`src/rtl/cdw_params.svh`:
```
`ifndef CDW_PARAMS_SVH
`define CDW_PARAMS_SVH

// ----------------------------------------------------------------
// Register addresses
// ----------------------------------------------------------------
`define CDW_ADDR_CONTROL 8'h31
`define CDW_ADDR_PDN_START 8'h32
`define CDW_ADDR_PDN_END 8'h33

// ----------------------------------------------------------------
// Field positions and reset values
// ----------------------------------------------------------------
`define CDW_DIVSEL_MSB 2
`define CDW_COUNT_MSB 15
`define CDW_DIVSEL_RESET 3'h0
`define CDW_COUNT_RESET 16'h0000

// ----------------------------------------------------------------
// Divider select codes and ratios
// ----------------------------------------------------------------
`define CDW_DIV2 3'h0
`define CDW_BAD1 3'h1
`define CDW_DIV4 3'h2
`define CDW_DIV6 3'h3
`define CDW_DIV8 3'h4
`define CDW_DIV12 3'h5
`define CDW_BAD6 3'h6
`define CDW_DIV1 3'h7
`define CDW_RATIO2 4'h2
`define CDW_RATIO4 4'h4
`define CDW_RATIO6 4'h6
`define CDW_RATIO8 4'h8
`define CDW_RATIO12 4'hc
`define CDW_RATIO1 4'h1

`endif

```
`src/rtl/cdw_pkg.sv`:
```
`default_nettype none
`include "cdw_params.svh"

package cdw_pkg;

   typedef logic [2:0] divsel_t;
   typedef logic [15:0] count_t;
   typedef logic [3:0] ratio_t;

   typedef enum logic {PULSE_AWAKE, PULSE_ASLEEP} pulse_state_e;

   // Division ratio for a select code; forbidden codes never reach here
   function automatic ratio_t ratio_of(input divsel_t sel);
      case (sel)
         `CDW_DIV2: ratio_of = `CDW_RATIO2;
         `CDW_DIV4: ratio_of = `CDW_RATIO4;
         `CDW_DIV6: ratio_of = `CDW_RATIO6;
         `CDW_DIV8: ratio_of = `CDW_RATIO8;
         `CDW_DIV12: ratio_of = `CDW_RATIO12;
         `CDW_DIV1: ratio_of = `CDW_RATIO1;
         default: ratio_of = `CDW_RATIO2;
      endcase
   endfunction

   // True for the two codes that must never be used
   function automatic logic is_forbidden(input divsel_t sel);
      is_forbidden = (sel == `CDW_BAD1) || (sel == `CDW_BAD6);
   endfunction

endpackage

`default_nettype wire

```
`src/rtl/div_if.sv`:
```
`default_nettype none

interface div_if;
   logic [2:0] sel;
   logic tick;
   logic level;

   modport ctrl (output sel, input tick, input level);
   modport divider (input sel, output tick, output level);
endinterface

`default_nettype wire

```
`src/rtl/clock_divider.sv`:
```
`default_nettype none
`include "cdw_params.svh"

module clock_divider
   import cdw_pkg::*;
(
   // Clock and reset
   input wire logic clk,
   input wire logic reset_n,
   // Towards the window engine
   div_if.divider port_d
);

   // ----------------------------------------------------------------
   // Divide counter
   // ----------------------------------------------------------------
   ratio_t count_reg, count_next;
   logic level_reg, level_next;
   ratio_t ratio;
   logic wrap;

   // Count 0..ratio-1, high for the first half of each output cycle
   always_comb begin
      ratio = ratio_of(port_d.sel);
      wrap = (count_reg >= ratio - 4'h1);
      count_next = wrap ? 4'h0 : count_reg + 4'h1;
      level_next = (count_next < (ratio >> 1));
   end

   always_ff @(posedge clk or negedge reset_n) begin
      if (!reset_n) begin
         count_reg <= 4'h0;
         level_reg <= 1'b0;
      end else begin
         count_reg <= count_next;
         level_reg <= level_next;
      end
   end

   // One tick per divided cycle; every cycle for divide-by-1
   assign port_d.tick = wrap;
   assign port_d.level = level_reg;

   // ----------------------------------------------------------------
   // Checks
   // ----------------------------------------------------------------
   chk_div8_spacing: assert property (
      @(posedge clk) disable iff (!reset_n)
      (port_d.tick && port_d.sel == `CDW_DIV8) |->
         ##1 (!port_d.tick || port_d.sel != `CDW_DIV8) [*7]
         ##1 (port_d.tick || port_d.sel != `CDW_DIV8))
      else $error("divide-by-8 tick spacing wrong");

   chk_div1_every: assert property (
      @(posedge clk) disable iff (!reset_n)
      (port_d.sel == `CDW_DIV1 && $past(port_d.sel) == `CDW_DIV1)
         |-> port_d.tick)
      else $error("divide-by-1 missed a tick");

endmodule

`default_nettype wire

```
`src/rtl/clock_divider_powerdown_window.sv`:
```
`default_nettype none
`include "cdw_params.svh"

module clock_divider_powerdown_window
   import cdw_pkg::*;
(
   // Clock and reset
   input wire logic clk,
   input wire logic reset_n,
   // Register port from the serial interface
   input wire logic [7:0] reg_addr,
   input wire logic [23:0] reg_wdata,
   input wire logic reg_write_en,
   output logic [23:0] reg_rdata,
   // Period start from the timing engine
   input wire logic period_restart,
   // Divided clock and power-down outputs
   output logic divided_output_clock,
   output logic divided_tick,
   output logic per_period_sleep_pulse
);

   div_if div_link ();

   // ----------------------------------------------------------------
   // Registers
   // ----------------------------------------------------------------
   divsel_t divider_select_reg, divider_select_next;
   count_t powerdown_begin_count_reg, powerdown_begin_count_next;
   count_t powerdown_finish_count_reg, powerdown_finish_count_next;
   logic [23:0] rdata_reg, rdata_next;
   logic wr_ctrl, wr_start, wr_end;

   // Write decode; forbidden select codes are ignored
   always_comb begin
      wr_ctrl = reg_write_en && (reg_addr == `CDW_ADDR_CONTROL);
      wr_start = reg_write_en && (reg_addr == `CDW_ADDR_PDN_START);
      wr_end = reg_write_en && (reg_addr == `CDW_ADDR_PDN_END);
      divider_select_next = divider_select_reg;
      if (wr_ctrl &&
          !is_forbidden(reg_wdata[`CDW_DIVSEL_MSB:0])) begin
         divider_select_next = reg_wdata[`CDW_DIVSEL_MSB:0];
      end
      powerdown_begin_count_next = powerdown_begin_count_reg;
      if (wr_start) begin
         powerdown_begin_count_next =
            reg_wdata[`CDW_COUNT_MSB:0];
      end
      powerdown_finish_count_next = powerdown_finish_count_reg;
      if (wr_end) begin
         powerdown_finish_count_next =
            reg_wdata[`CDW_COUNT_MSB:0];
      end
   end

   // Read mux, one cycle of latency; unused bits read zero
   always_comb begin
      case (reg_addr)
         `CDW_ADDR_CONTROL: rdata_next = {21'h000000, divider_select_reg};
         `CDW_ADDR_PDN_START: rdata_next = {8'h00, powerdown_begin_count_reg};
         `CDW_ADDR_PDN_END: rdata_next = {8'h00, powerdown_finish_count_reg};
         default: rdata_next = 24'h000000;
      endcase
   end

   always_ff @(posedge clk or negedge reset_n) begin
      if (!reset_n) begin
         divider_select_reg <= `CDW_DIVSEL_RESET;
         powerdown_begin_count_reg <= `CDW_COUNT_RESET;
         powerdown_finish_count_reg <= `CDW_COUNT_RESET;
         rdata_reg <= 24'h000000;
      end else begin
         divider_select_reg <= divider_select_next;
         powerdown_begin_count_reg <= powerdown_begin_count_next;
         powerdown_finish_count_reg <= powerdown_finish_count_next;
         rdata_reg <= rdata_next;
      end
   end

   assign reg_rdata = rdata_reg;

   // ----------------------------------------------------------------
   // Clock divider
   // ----------------------------------------------------------------
   assign div_link.sel = divider_select_reg;

   clock_divider u_divider (
      .clk(clk),
      .reset_n(reset_n),
      .port_d(div_link.divider)
   );

   // Divide-by-1 passes the input clock straight through
   assign divided_output_clock = (divider_select_reg == `CDW_DIV1) ?
                                 clk : div_link.level;
   assign divided_tick = div_link.tick;

   // ----------------------------------------------------------------
   // Power-down window
   // ----------------------------------------------------------------
   count_t period_count_reg, period_count_next;
   pulse_state_e pulse_state_reg, pulse_state_next;
   logic step;

   // Period count advances once per divided cycle, zero at restart
   always_comb begin
      step = period_restart || div_link.tick;
      period_count_next = period_count_reg;
      if (period_restart) begin
         period_count_next = 16'h0000;
      end else if (div_link.tick) begin
         period_count_next = period_count_reg + 16'h0001;
      end
      pulse_state_next = pulse_state_reg;
      if (step) begin
         // End wins over start so equal counts give no pulse
         if (period_count_next == powerdown_finish_count_reg) begin
            pulse_state_next = PULSE_AWAKE;
         end else if (period_count_next == powerdown_begin_count_reg) begin
            pulse_state_next = PULSE_ASLEEP;
         end
      end
   end

   always_ff @(posedge clk or negedge reset_n) begin
      if (!reset_n) begin
         period_count_reg <= 16'h0000;
         pulse_state_reg <= PULSE_AWAKE;
      end else begin
         period_count_reg <= period_count_next;
         pulse_state_reg <= pulse_state_next;
      end
   end

   assign per_period_sleep_pulse = (pulse_state_reg == PULSE_ASLEEP);

   // ----------------------------------------------------------------
   // Checks
   // ----------------------------------------------------------------
   chk_select_write: assert property (
      @(posedge clk) disable iff (!reset_n)
      (wr_ctrl && !is_forbidden(reg_wdata[2:0]))
         |=> divider_select_reg == $past(reg_wdata[2:0]))
      else $error("divider select not loaded");

   chk_forbidden_code: assert property (
      @(posedge clk) disable iff (!reset_n)
      (wr_ctrl && is_forbidden(reg_wdata[2:0]))
         |=> $stable(divider_select_reg))
      else $error("forbidden select code was taken");

   chk_pulse_rise: assert property (
      @(posedge clk) disable iff (!reset_n)
      $rose(per_period_sleep_pulse)
         |-> period_count_reg == $past(powerdown_begin_count_reg))
      else $error("sleep pulse rose away from start count");

   chk_pulse_fall: assert property (
      @(posedge clk) disable iff (!reset_n)
      $fell(per_period_sleep_pulse)
         |-> period_count_reg == $past(powerdown_finish_count_reg))
      else $error("sleep pulse fell away from end count");

   chk_count_divided: assert property (
      @(posedge clk) disable iff (!reset_n)
      (!div_link.tick && !period_restart) |=> $stable(period_count_reg))
      else $error("period count moved without a divided tick");

   chk_window_enter: assert property (
      @(posedge clk) disable iff (!reset_n)
      (div_link.tick && !period_restart && !wr_start && !wr_end &&
       period_count_reg + 16'h0001 == powerdown_begin_count_reg &&
       powerdown_begin_count_reg != powerdown_finish_count_reg)
         |=> per_period_sleep_pulse)
      else $error("sleep pulse missed its start");

   chk_idle_zero: assert property (
      @(posedge clk) disable iff (!reset_n)
      (powerdown_begin_count_reg == 16'h0000 &&
       powerdown_finish_count_reg == 16'h0000) [*2]
         |-> !per_period_sleep_pulse)
      else $error("sleep pulse with zero window");

   chk_window_leave: assert property (
      @(posedge clk) disable iff (!reset_n)
      (div_link.tick && !period_restart && !wr_end &&
       period_count_reg + 16'h0001 == powerdown_finish_count_reg)
         |=> !per_period_sleep_pulse)
      else $error("sleep pulse missed its end");

   chk_restart_zero: assert property (
      @(posedge clk) disable iff (!reset_n)
      period_restart |=> period_count_reg == 16'h0000)
      else $error("period count not cleared at restart");

   chk_equal_quiet: assert property (
      @(posedge clk) disable iff (!reset_n)
      (powerdown_begin_count_reg == powerdown_finish_count_reg) [*2]
         |-> !$rose(per_period_sleep_pulse))
      else $error("sleep pulse rose with equal counts");

   chk_rdata_upper: assert property (
      @(posedge clk) disable iff (!reset_n)
      reg_rdata[23:16] == 8'h00)
      else $error("unused read bits not zero");

   chk_select_legal: assert property (
      @(posedge clk) disable iff (!reset_n)
      !is_forbidden(divider_select_reg))
      else $error("forbidden select code held");

endmodule

`default_nettype wire

```
`config.mk`:
```
export PLATFORM = sky130hd
export DESIGN_NAME = clock_divider_powerdown_window
export DESIGN_NICKNAME = d
export VERILOG_FILES = /design/src/rtl/cdw_pkg.sv /design/src/rtl/div_if.sv /design/src/rtl/clock_divider.sv /design/src/rtl/clock_divider_powerdown_window.sv
export VERILOG_INCLUDE_DIRS = /design/src /design/src/rtl
export SDC_FILE = /design/constraint.sdc
export NUM_CORES = 1
export LEC_CHECK = 0
export ABC_AREA = 1
export BUFFER_PORTS_ARGS = -buffer_cell sky130_fd_sc_hd__buf_2
export CORE_MARGIN = 3
export CORE_UTILIZATION = 56
export DETAILED_ROUTE_END_ITERATION = 8
export GPL_ROUTABILITY_DRIVEN = 0
export GPL_TIMING_DRIVEN = 0
export PLACE_DENSITY = 0.79
export SLEW_MARGIN = 5
export SYNTH_ARGS = -nofsm -noshare
export SYNTH_HDL_FRONTEND = slang
export SYNTH_SLANG_ARGS = --single-unit
```
`constraint.sdc`:
```
create_clock -name clk -period 3.59 [get_ports clk]
set_input_delay 0.1795 -clock clk [delete_from_list [all_inputs] [get_ports clk]]
set_output_delay 0.1795 -clock clk [all_outputs]
set_load 0.005 [all_outputs]
```
# Word level (Yosys, flattened, before mapping)
# Index checks and enable logic that the tools add are counted.
# word_totals
reg_bits,81
inputBits,36
# classes
order_cmp,2
eq_ne,12
n_addsub,3
reduce_logical,9
n_mux,8
# ops
cell,count
16-bit case mux with 3 select lines,1
16-bit == test,2
16-bit 2-to-1 mux,2
"8-bit by 6-bit == test with 1-bit output, second input constant",3
4-bit case mux with 5 select lines,1
"16-bit by 1-bit adder with 16-bit output, second input constant",1
"3-bit == test, second input constant",4
"3-bit by 2-bit == test with 1-bit output, second input constant",2
"4-bit by 1-bit adder with 4-bit output, second input constant",1
4-bit >= comparator,1
1-bit logical AND,4
4-bit by 3-bit < comparator with 1-bit output,1
4-bit 2-to-1 mux,1
"4-bit by 1-bit subtractor with 4-bit output, second input constant",1
"3-bit by 1-bit == test with 1-bit output, second input constant",1
1-bit 2-to-1 mux,3
1-bit logical OR,2
2-bit AND reduction,1
2-bit nonzero test,1
1-bit zero test,1

# Depth between registers and ports, before layout
# logic_depth
depth_word,9
ltp_mapped,22
ltp_nobuf,21

# Modules after synthesis
# Synthesis repeated with hierarchy kept, for this count alone.
# hier_totals
hier_cells,539
hier_area_um2,4108.9
# modules_own_cells
mod,n_inst,seq_area_each_um2,cells_per_inst,area_per_inst_um2
clock_divider_powerdown_window,1,1701.6,481,3681.0
clock_divider,1,125.1,58,427.9

==> flow_summary.toml <==
[setup_path]
r2r_setup_slack_ns = 0.63
start_kind = "flop"
end_kind = "flop"
critPathLaunch = "div_link.sel[2]"
crit_type = "reg2reg"
ff2ff_path_depth = 21
critPathMaxFanout = 10
crit_required_ns = 3.95
worstSetupEndpoint = "per_period_sleep_pulse"
r2r-end = "per_period_sleep_pulse"
worstReg2RegStart = "div_link.sel[2]"
arrival_ns = 3.32

[pwr]
power.switching_mw = 0.507
seqPwrFrac_pct = 42.3
powerDensity_mw_per_mm2 = 410
p_leak_nw = 2.67
internal_power_mw = 1.57
clockPowerShare_pct = 46.5
comb_power_share_pct = 11.2
p_sw_share_pct = 24.4
ir_drop_v = 0.000252

[sta]
fin_crit_ns = 2.96
fin_skew_ns = 0.0156
setup_viol_count_final = 0
slew_headroom_pct = 43.4
worst_pin_slew_ns = 0.841
tns_ns = 0
hold_viol_final = 0
slew_violations = 0
setup_ws_ns = 0.631
period_share_pct = 82.4
fmax_ghz = 0.338
rsz0062_at_grt = "false"

[yosys]
postSynth.topFlopCell = "dfrtp_1"
yosysTopAreaCell = "dfrtp_1"
ys_top_cells_by_area = "dfrtp_1 43%, nand2_1 15%, inv_1 8.3%"
ys_types = 35
avgSynthCellArea_um2 = 7.43
yosys.area.top_type_share_pct = 43.3
synth_edf_count = 0
synth-seq-cells = 73
ys_warn_count = 0
async_reset_ff_share_pct = 100
netlist_instances = 568
netlist_area_mm2 = 0.00422
seq_area_frac_synth_pct = 43.3

[finish]
n_antenna_cell = 0
postLayoutCellArea_mm2 = 0.00507
final_nets = 693
final_cells = 753
layout.cells.most_common = "nand2_1"
areaGrowthSynthToFinish_pct = 20.1
drive_gt1_share_pct = 16.1
layout_common_cells = "168 x nand2_1, 93 x inv_1, 73 x dfrtp_1"

[floorplan]
fp.dieW_um = 92.8
num_rows = 31
design.die.area_mm2 = 0.00861
die_h_um = 92.8
core_mm2 = 0.00729
io_pins = 63
start_util_pct = 57.9

[run]
cap_violations = 0

[grt]
grt_pass1_wl_um = 17900
grt.overflow.total = 0
grtUsageTotal_pct = 26.9
grt_pass1_vias = 3848
grt_max_degree = 44
antenna_found_initial = 0

[placed_design]
detailed_place.area_mm2 = 0.00462
hpwl_um = 7980
placedCellCount = 721
port_buffers = 46
place_ws_ns = 0.654

[hold_path]
timing.hold.worst.class = "in2reg"

[outcome]
status = "completed"

[cts]
clk_pin_slew_ns = 0.09
clock_latency_ns = 0.46
cts_setup_buffers = 0
cts_tree = "yes"

[routing]
wl_um = 10800
first_pass_iters = 5
wl_per_cell_um = 14.4
drtIter0Drc = 365
via_count = 4037
drtAntennaViolNets = 0
drt-vias-per-instance = 5.36
drcViolationCount = 0
-- metrics by stage --
stage / utilization [%] / hold slack (ns) / total power [mW]
floorplan: - / -0.116 / 1.03
global placement: 63.1 / 0.385 / 1.10
detailed placement: 63.4 / 0.142 / 1.11
CTS: 69.5 / 0.00154 / 2.08
global route: 69.5 / 0.00973 / 2.16
finish: 69.5 / 0.0249 / 2.08
-- cells in the mapped netlist (2+ instances only) --
library cell,n
nor3_1,2
xor2_1,5
buf_4,9
ha_1,8
o22ai_1,12
nand3b_1,2
clkbuf_1,10
dfrtp_1,73
nand4_1,29
o21ai_0,40
inv_2,2
nor2_1,34
nand3_2,6
nand2_2,11
buf_6,3
nand2_1,168
inv_1,93
o221ai_1,3
nor4_1,3
nand3_1,39
a21oi_1,2
-- layout make-up --
class / instances / area [um2]
clock buffer: 14 / 184
timing repair buffer: 59 / 378
fill: 606 / 2220
clock inverter: 6 / 138
buffer: 23 / 143
sequential: 73 / 1830
tap: 99 / 124
multi-input combinational: 383 / 1920
inverter: 96 / 360
-- power groups by stage --
stage | Clock (mW) | Sequential [mW] | Combinational [mW]
after floorplan | 0.00265 | 0.885 | 0.142
after global placement | 0.00436 | 0.891 | 0.209
after detailed placement | 0.00436 | 0.893 | 0.217
after CTS | 0.974 | 0.878 | 0.230
after global routing | 1.02 | 0.882 | 0.264
final | 0.966 | 0.879 | 0.232
-- how the worst min path moves through the flow --
stage                                    end  slack [ns]    startpoint  cells after the start
2_1_floorplan                div_link.sel[0]       -0.12       reset_n                      0
3_3_place_gp            divided_output_clock        0.39           clk                      2
3_5_place_dp            period_count_reg[12]        0.14       reset_n                      1
4_1_cts        powerdown_finish_count_reg[7]       0.002  reg_wdata[7]                      3
5_1_grt        powerdown_finish_count_reg[7]        0.01  reg_wdata[7]                      3
6_report       powerdown_finish_count_reg[7]        0.02  reg_wdata[7]                      3
-- what timing repair did --
| action | CTS | global route |
|---|---|---|
| hold endpoints to repair | 52 | 0 |
| gates resized for setup | 0 | 0 |
| hold buffers | 13 | 0 |
-- logic make-up (layout without fill, tap and decap cells) --
| logic type | count (synthesis) | after routing | synth area share (%) |
|---|---|---|---|
| AND/OR/NAND/NOR | 299 | 299 | 32.5 |
| buffers and inverters | 119 | 198 | 11.9 |
| flip-flops | 73 | 73 | 43.3 |
| AO/OA/AOI/OAI | 61 | 61 | 8.33 |
| adder cells (fa/ha/maj) | 8 | 8 | 2.37 |
| XOR/XNOR | 6 | 6 | 1.25 |
| other | 1 | 8 | 0.0889 |
| multiplexers | 1 | 1 | 0.267 |
-- critical path: stages (launching register included) --
cell	delay, ns
dfrtp_1	0.47
inv_1	0.11
nor2_1	0.13
inv_1	0.08
o21ai_0	0.16
inv_1	0.07
ha_1	0.32
nand2_1	0.09
clkinv_1	0.09
nand2_4	0.14
nand3_4	0.10
buf_6	0.16
nand2_1	0.10
nand3_1	0.13
nand2_1	0.09
nand2_1	0.05
nor2_1	0.16
nand2_1	0.07
nor2_1	0.10
nand2_1	0.07
nor2_1	0.12
a21oi_1	0.05
-- routing by layer --
layer	up-vias	GRT usage, %	routed length [um]
li1	1962	-	-
met1	1864	35.1	4730
met2	174	41.9	4970
met3	37	4.63	706
met4	0	15.8	412
met5	-	0	0
(Power assumes the default switching activity.)
